===== config.mk =====
export PLATFORM = sky130hd
export DESIGN_NAME = pms_power_mode_sequencer
export DESIGN_NICKNAME = d
export VERILOG_FILES = /design/src/rtl/pms_pkg.sv /design/src/rtl/pms_clk_div.sv /design/src/rtl/pms_power_mode_sequencer.sv
export SDC_FILE = /design/constraint.sdc
export NUM_CORES = 1
export LEC_CHECK = 0
export BUFFER_PORTS_ARGS = -buffer_cell sky130_fd_sc_hd__buf_2
export CAP_MARGIN = 20
export CORE_MARGIN = 4
export CORE_UTILIZATION = 30
export CTS_CLUSTER_DIAMETER = 100
export DETAILED_ROUTE_END_ITERATION = 8
export GPL_TIMING_DRIVEN = 0
export MAX_ROUTING_LAYER = met4
export SETUP_SLACK_MARGIN = 0.4
export SYNTH_ARGS = -nofsm -noshare
export SYNTH_HDL_FRONTEND = slang
export SYNTH_SLANG_ARGS = --single-unit

===== constraint.sdc =====
create_clock -name core_clk -period 2.55 [get_ports core_clk]
set_input_delay 0.1275 -clock core_clk [delete_from_list [all_inputs] [get_ports core_clk]]
set_output_delay 0.1275 -clock core_clk [all_outputs]
set_load 0.05 [all_outputs]

===== src/rtl/pms_pkg.sv =====
// Shared constants and types for the power mode sequencer
`default_nettype none
package pms_pkg;
  // Operating states of the sequencer
  typedef enum logic [2:0] {
    MODE_RUN,
    MODE_WFI,
    MODE_HALT,
    MODE_STOP,
    MODE_START
  } pms_mode_e;

  // Clock source selection codes
  localparam logic [1:0] SRC_PLL = 2'h0;
  localparam logic [1:0] SRC_OSC = 2'h1;
  localparam logic [1:0] SRC_EXT = 2'h2;
  localparam logic [1:0] SRC_RST = SRC_PLL;

  // Divider and startup defaults
  localparam int DIV_W          = 8;
  localparam int STARTUP_CYCLES = 2048;

  // Pin synchroniser layout and reset values (supply assumed low at reset)
  localparam int          PIN_N       = 2;
  localparam int          PIN_WAKE    = 0;
  localparam int          PIN_SUPPLY  = 1;
  localparam logic [1:0]  PIN_RST_VAL = 2'h2;
endpackage
`default_nettype wire


===== src/rtl/pms_clk_div.sv =====
// Programmable divider giving a one-cycle enable pulse
`default_nettype none
module pms_clk_div #(
  parameter int DW = pms_pkg::DIV_W
) (
  input  wire logic          core_clk,
  input  wire logic          rst_n,
  input  wire logic [DW-1:0] divisor,
  output var  logic          tick
);
  logic [DW-1:0] cnt;

  // Pulse once every divisor+1 cycles
  always_ff @(posedge core_clk or negedge rst_n)
  begin
    if (!rst_n)
    begin
      cnt  <= '0;
      tick <= 1'b0;
    end
    else if (cnt >= divisor)
    begin
      cnt  <= '0;
      tick <= 1'b1;
    end
    else
    begin
      cnt  <= cnt + DW'(1);
      tick <= 1'b0;
    end
  end
endmodule
`default_nettype wire


===== src/rtl/pms_power_mode_sequencer.sv =====
// Power mode sequencer: run, slow, wait, halt and stop control
// Function
// Wait instruction suspends code until interrupt acknowledged
// Waiting: CPU clock off, interrupt logic slow-clocked
// Halt with watchdog disabled stops everything
// Halt ignored while watchdog enabled
// Halt left only through reset
// Stop halts all until wake-up line
// Stop exit resumes saved context, no reset
// Watchdog counter frozen during stop
// Startup count holds operation after wake
// Slow mode clocks via programmable divider
// Run full speed, selectable clock source
// Static reset while supply below reference
// Startup count length is a parameter
`default_nettype none
module pms_power_mode_sequencer #(
  parameter int STARTUP_CYCLES = pms_pkg::STARTUP_CYCLES,
  parameter int DW             = pms_pkg::DIV_W
) (
  input  wire logic                core_clk,
  input  wire logic                rst_n,
  input  wire logic                instr_wfi,
  input  wire logic                instr_halt,
  input  wire logic                instr_stop,
  input  wire logic                irq_ack,
  input  wire logic                wdg_enabled,
  input  wire logic                slow_req,
  input  wire logic [DW-1:0]       slow_div,
  input  wire logic [DW-1:0]       wfi_div,
  input  wire logic [1:0]          clk_src_sel,
  input  wire logic                wakeup_pin,
  input  wire logic                supply_low_pin,
  output var  pms_pkg::pms_mode_e  mode,
  output var  logic                exec_hold,
  output var  logic                cpu_clk_en,
  output var  logic                periph_clk_en,
  output var  logic                irq_clk_en,
  output var  logic [1:0]          clk_src,
  output var  logic                wdg_freeze,
  output var  logic                ctx_save,
  output var  logic                ctx_restore,
  output var  logic                static_reset
);
  localparam int         CW       = $clog2(STARTUP_CYCLES + 1);
  localparam logic [CW-1:0] START_LAST = CW'(STARTUP_CYCLES - 1);

  logic [pms_pkg::PIN_N-1:0] pin_raw;
  logic [pms_pkg::PIN_N-1:0] sync1;
  logic [pms_pkg::PIN_N-1:0] sync2;
  logic [pms_pkg::PIN_N-1:0] sync3;
  logic [pms_pkg::PIN_N-1:0] pin_filt;
  logic                      wake;
  logic                      supply_low;
  logic [CW-1:0]             start_cnt;
  logic [CW-1:0]             dwell;
  logic [DW-1:0]             div_sel;
  logic                      div_tick;
  pms_pkg::pms_mode_e        next_mode;
  logic                      next_cpu;
  logic                      next_per;

  assign pin_raw    = {supply_low_pin, wakeup_pin};
  assign wake       = pin_filt[pms_pkg::PIN_WAKE];
  assign supply_low = pin_filt[pms_pkg::PIN_SUPPLY];

  // Three-stage synchronisers; a change counts once stages two and three agree
  genvar gi;
  generate
    for (gi = 0; gi < pms_pkg::PIN_N; gi++)
    begin : g_sync
      always_ff @(posedge core_clk or negedge rst_n)
      begin
        if (!rst_n)
        begin
          sync1[gi]    <= pms_pkg::PIN_RST_VAL[gi];
          sync2[gi]    <= pms_pkg::PIN_RST_VAL[gi];
          sync3[gi]    <= pms_pkg::PIN_RST_VAL[gi];
          pin_filt[gi] <= pms_pkg::PIN_RST_VAL[gi];
        end
        else
        begin
          sync1[gi] <= pin_raw[gi];
          sync2[gi] <= sync1[gi];
          sync3[gi] <= sync2[gi];
          if (sync2[gi] == sync3[gi])
          begin
            pin_filt[gi] <= sync3[gi];
          end
        end
      end
    end
  endgenerate

  // Static reset follows the filtered supply detector
  always_ff @(posedge core_clk or negedge rst_n)
  begin
    if (!rst_n)
      static_reset <= 1'b1;
    else
      static_reset <= supply_low;
  end

  // Reduced-rate tick: waiting rate in wait mode, slow rate otherwise
  assign div_sel = (mode == pms_pkg::MODE_WFI) ? wfi_div : slow_div;

  pms_clk_div #(
    .DW (DW)
  ) u_div (
    .core_clk (core_clk),
    .rst_n    (rst_n),
    .divisor  (div_sel),
    .tick     (div_tick)
  );

  // Mode transitions; stop beats halt, and halt with watchdog disabled beats wait, when issued together
  always_comb
  begin
    next_mode = mode;
    unique case (mode)
      pms_pkg::MODE_RUN:
      begin
        if (instr_stop)
          next_mode = pms_pkg::MODE_STOP;
        else if (instr_halt && !wdg_enabled)
          next_mode = pms_pkg::MODE_HALT;
        else if (instr_wfi)
          next_mode = pms_pkg::MODE_WFI;
      end
      pms_pkg::MODE_WFI:
        if (irq_ack)
          next_mode = pms_pkg::MODE_RUN;
      pms_pkg::MODE_HALT:
        next_mode = pms_pkg::MODE_HALT;
      pms_pkg::MODE_STOP:
        if (wake)
          next_mode = pms_pkg::MODE_START;
      pms_pkg::MODE_START:
        if (start_cnt == '0)
          next_mode = pms_pkg::MODE_RUN;
      default:
        next_mode = pms_pkg::MODE_RUN;
    endcase
    if (static_reset)
      next_mode = pms_pkg::MODE_RUN;
  end

  always_ff @(posedge core_clk or negedge rst_n)
  begin
    if (!rst_n)
      mode <= pms_pkg::MODE_RUN;
    else
      mode <= next_mode;
  end

  // Oscillator startup counter
  always_ff @(posedge core_clk or negedge rst_n)
  begin
    if (!rst_n)
      start_cnt <= '0;
    else if (mode == pms_pkg::MODE_STOP)
      start_cnt <= START_LAST;
    else if (mode == pms_pkg::MODE_START && start_cnt != '0)
      start_cnt <= start_cnt - CW'(1);
  end

  // Clock gating per mode
  always_comb
  begin
    next_cpu = 1'b0;
    next_per = 1'b0;
    if (!static_reset)
    begin
      unique case (next_mode)
        pms_pkg::MODE_RUN:
        begin
          next_cpu = slow_req ? div_tick : 1'b1;
          next_per = next_cpu;
        end
        pms_pkg::MODE_WFI:
          next_per = div_tick;
        default:
        begin
          next_cpu = 1'b0;
          next_per = 1'b0;
        end
      endcase
    end
  end

  always_ff @(posedge core_clk or negedge rst_n)
  begin
    if (!rst_n)
    begin
      cpu_clk_en    <= 1'b0;
      periph_clk_en <= 1'b0;
      irq_clk_en    <= 1'b0;
      exec_hold     <= 1'b1;
    end
    else
    begin
      cpu_clk_en    <= next_cpu;
      periph_clk_en <= next_per;
      irq_clk_en    <= next_per;
      exec_hold     <= static_reset || next_mode != pms_pkg::MODE_RUN;
    end
  end

  // Clock source; the unused code keeps the previous choice
  always_ff @(posedge core_clk or negedge rst_n)
  begin
    if (!rst_n)
      clk_src <= pms_pkg::SRC_RST;
    else if (clk_src_sel == pms_pkg::SRC_PLL || clk_src_sel == pms_pkg::SRC_OSC
             || clk_src_sel == pms_pkg::SRC_EXT)
      clk_src <= clk_src_sel;
  end

  // Watchdog freeze and context save/restore strobes
  always_ff @(posedge core_clk or negedge rst_n)
  begin
    if (!rst_n)
    begin
      wdg_freeze  <= 1'b0;
      ctx_save    <= 1'b0;
      ctx_restore <= 1'b0;
    end
    else
    begin
      wdg_freeze  <= wdg_enabled && (next_mode == pms_pkg::MODE_STOP
                     || next_mode == pms_pkg::MODE_START);
      ctx_save    <= mode == pms_pkg::MODE_RUN && next_mode == pms_pkg::MODE_STOP;
      ctx_restore <= mode == pms_pkg::MODE_START && next_mode == pms_pkg::MODE_RUN
                     && !static_reset;
    end
  end

  // Cycles spent in startup, for checking only
  always_ff @(posedge core_clk or negedge rst_n)
  begin
    if (!rst_n)
      dwell <= '0;
    else if (mode == pms_pkg::MODE_START)
      dwell <= dwell + CW'(1);
    else
      dwell <= '0;
  end
endmodule
`default_nettype wire


==> qor.yml <==
outcome:
  status: "finished clean"
floorplan:
  dieArea_um2: 8380
  boundaryPins: 41
  initial_utilization: 0.308
  floorplan.core_area_um2: 6790
  chipHeight_um: 91.5
  die_w_um: 91.5
  rows: 30
power_and_ir_drop:
  power_density_nw_per_um2: 914
  p_comb_frac: 0.373
  internal-power_uw: 1600
  switching_share: 0.362
  power.total_uw: 2510
  share_clk_of_total_power: 0.247
  static_leakage_power_uw: 0.00119
  p_seq_frac: 0.379
  power.net_switching_uw: 908
  vdd.ir_drop.worst_v: 0.000385
synthesis:
  synth_simple_gate_area_frac: 0.185
  yosysTopAreaCellShare: 0.418
  synth_compound_area_frac: 0.134
  mappedNetlistArea_um2: 2090
  synth.top_cells.by_area: "sky130_fd_sc_hd__dfrtp_1 (42%), sky130_fd_sc_hd__dfstp_2 (7.5%), sky130_fd_sc_hd__ha_1 (6.0%), sky130_fd_sc_hd__mux2i_1 (4.8%), sky130_fd_sc_hd__xor2_1 (2.5%)"
  ys_dominant_reg_cell: "sky130_fd_sc_hd__dfrtp_1"
  synth_warnings: 0
  muxShareOfSynthArea: 0.0532
  synth-xor-area-share: 0.0293
  synthCells: 188
  synth-seq-cells: 41
  synth_enable_flop_cells: 0
  post_synth.cell_area_avg_um2: 11.1
  async_flop_share: 1.00
  syn-num-nets: 226
  synth-adder-area-share: 0.0693
  register_area_share_after_synthesis: 0.494
  main_combinational_cell_family_by_area_after_synthesis: "simple AND/OR/NAND/NOR gates"
  synth_cell_type_count: 54
  synth_top_cell_by_area: "sky130_fd_sc_hd__dfrtp_1"
global_routing:
  maximum_number_of_pins_on_one_net_before_global_route_repair: 42
  met3_usage: 0.0406
  antenna_found_initial: 0
  grtUsageMet1: 0.136
  overflow: 0
  global_routing_usage_summed_across_all_routing_layers: 0.114
  first_global_vias: 1558
  globalRouteMet2Util: 0.178
  grt_pass1_wl_um: 7390
  grt_most_used_layer: "met2"
setup_path:
  family_with_the_most_delay_on_the_worst_path: "simple AND/OR/NAND/NOR gates"
  critical_path.endpoint_type: "flip-flop"
  critPathArrivalTime_ns: 2.53
  timing.critical_path.slowest_cell_delay_ns: 0.41
  critical_path.cell_chain: "buf_6 > and2b_1 > nor2b_4 > buf_8 > mux2_4 > ha_4 > nand2b_4 > a211oi_4 > o21ai_4 > and2_1"
  timing.critical_path.required_ns: 2.74
  timing.critical_path.from_type: "flip-flop"
  worstSetupPathType: "flip-flop to flip-flop"
  crit_path_top_delay_cell: "sky130_fd_sc_hd__dfrtp_2"
  highest_fanout_seen_on_the_critical_path: 8
  critical_path_buf_inv_count: 2
detailed_routing:
  route.vias.total: 1639
  post-route-drc-count: 0
  postRouteWirelength_um: 4440
  drt-initial-drc-count: 50
  vias_per_cell: 4.78
  drt_first_pass_iters: 4
  avgRoutedWirePerCell_um: 13.0
  detail-route-antenna-nets: 0
timing:
  period_share: 0.919
  timing.final.setup_violations: 0
  tns_ns: 0
  final-max-slew-violation-count: 0
  max-slew-margin-rel: 0.406
  finClkSkew_ns: 0.0104
  post-route-min-period_ns: 2.34
  grt_setup_unrepaired: "yes"
  report.final.hold_viol_count: 0
  timing_worst_slew_pin_value_ns: 0.882
  setup_ws_ns: 0.207
  fmax_mhz: 427
  fin_hold_ws_ns: 0.0148
cells_and_area:
  finish.utilization: 0.404
  antenna-diode-count: 0
  syn2layout_area_growth_pct: 31.3
  finish.net_count: 284
  fillers: 643
  drive_gt1_frac: 0.360
clocking:
  source_to_sink_clock_delay_at_the_later_pin_of_the_worst_skew_pair_ns: 0.30
  tritoncts: "yes"
  cts-htree-levels: 2
  clkSlewWorstSetupHoldPaths_ns: 0.08
  clk_path_buf_depth: 2
  tritoncts_sink_count: 41
  clockRootBuffer: "sky130_fd_sc_hd__clkbuf_8"
  cts_buffers: 5
hold_path:
  min_path_type: "input pin to flip-flop"
place:
  post-dp-hpwl_um: 3140
  finalWeightedCongestion: 0.781
  io_buffer_count: 40
  detailedPlace.worstSlack_ns: 0.0684
job:
  cap_viol_max_count: 0
-- area by class of cell --
| type | instances | area (µm²) | share of cell area |
|---|---|---|---|
| multi-input combinational | 133 | 1090 | 0.396 |
| tap | 96 | 120 | 0.0437 |
| buffer | 7 | 56.3 | 0.0205 |
| inverter | 8 | 30.0 | 0.0109 |
| sequential | 41 | 1040 | 0.377 |
| timing repair buffer | 50 | 283 | 0.103 |
| clock buffer | 5 | 68.8 | 0.0250 |
| clock inverter | 3 | 65.1 | 0.0237 |
-- cell usage after synthesis (all sizes together) (2+ instances only) --
cell type,number
dfrtp,35
a21oi,10
ha,10
mux2i,10
nand3,10
inv,8
o21ai,7
a211oi,6
and3,6
dfstp,6
xor2,6
nor2,5
nor4,5
or4,5
a31oi,4
and2,4
buf,4
nand2b,4
or3,4
a21boi,3
clkbuf,3
nand2,3
nor3,3
maj3,2
nand4b,2
nor2b,2
nor3b,2
o311ai,2
or3b,2
-- registers in the layout (all words and copies together), names as in the netlist --
name and cells:
clk_src 2, cpu_clk_en 1, ctx_restore 1, ctx_save 1, exec_hold 1, irq_clk_en 1
mode 3, start_cnt 12, static_reset 1, supply_low 1, sync1 2, sync2 2
sync3 2, u_div.cnt 8, u_div.tick 1, wake 1, wdg_freeze 1
-- metrics by stage --
step                      cells  area [µm²]
after floorplan             188        2140
after global placement      324        2460
after detailed placement    324        2460
after CTS                   341        2700
after global routing        343        2750
final                       343        2750
-- cell families after synthesis --
family / after synthesis
and+or+nand+nor: 62
DFF: 41
AOI/OAI and AO/OA: 40
buffers and inverters: 15
adders and majority gates: 12
muxes: 11
xor gates and xnor gates: 7
-- placed cells by master (no fill, tap or decap), types with 5 or more instances in the layout --
cell	n
sky130_fd_sc_hd__nor2_1	5
sky130_fd_sc_hd__ha_1	9
sky130_fd_sc_hd__buf_4	8
sky130_fd_sc_hd__dfstp_2	6
sky130_fd_sc_hd__clkbuf_8	5
sky130_fd_sc_hd__xor2_1	6
sky130_fd_sc_hd__mux2i_1	10
sky130_fd_sc_hd__o21ai_0	6
sky130_fd_sc_hd__and3_1	5
sky130_fd_sc_hd__inv_1	8
sky130_fd_sc_hd__buf_2	40
sky130_fd_sc_hd__a21oi_1	10
sky130_fd_sc_hd__dfrtp_1	33
sky130_fd_sc_hd__a211oi_1	5
sky130_fd_sc_hd__nand3_1	10
-- final timing paths --
| check | depth (start not counted) | end | slack, ns | from |
|---|---|---|---|---|
| setup / recovery | 10 | u_div.tick | 0.21 | mode[0] |
| hold / removal | 2 | clk_src[0] | 0.01 | clk_src_sel[1] |
| setup reg to reg | 10 | u_div.tick | 0.21 | mode[0] |
| hold reg to reg | 0 | sync2[0] | 0.36 | sync1[0] |
| max in group asynchronous | 2 | mode[2] | 1.45 | rst_n |
| min in group asynchronous | 2 | start_cnt[3] | 0.50 | rst_n |
-- power by group through the flow --
stage	Combinational [µW]	Clock (µW)	Sequential, µW
3_5_place_dp	795	0	965
6_report	938	621	952
2_1_floorplan	523	0	1020
4_1_cts	898	634	953
3_3_place_gp	780	0	960
5_1_grt	1040	664	978
-- what timing repair did --
item	CTS	global route
gates cloned	1	0
hold buffers	3	0
setup buffers	5	2
endpoints found under the hold margin	37	0
gates resized for setup	5	7
pin swaps	3	7
endpoints found under the setup margin	13	13
-- per-layer routing --
metal / vias up / routed length (µm)
met2: 34 / 2110
met5: - / 0
met4: 0 / 59
met3: 7 / 201
met1: 782 / 2070
li1: 816 / -
Note: power is estimated with default switching activity, not from simulation.
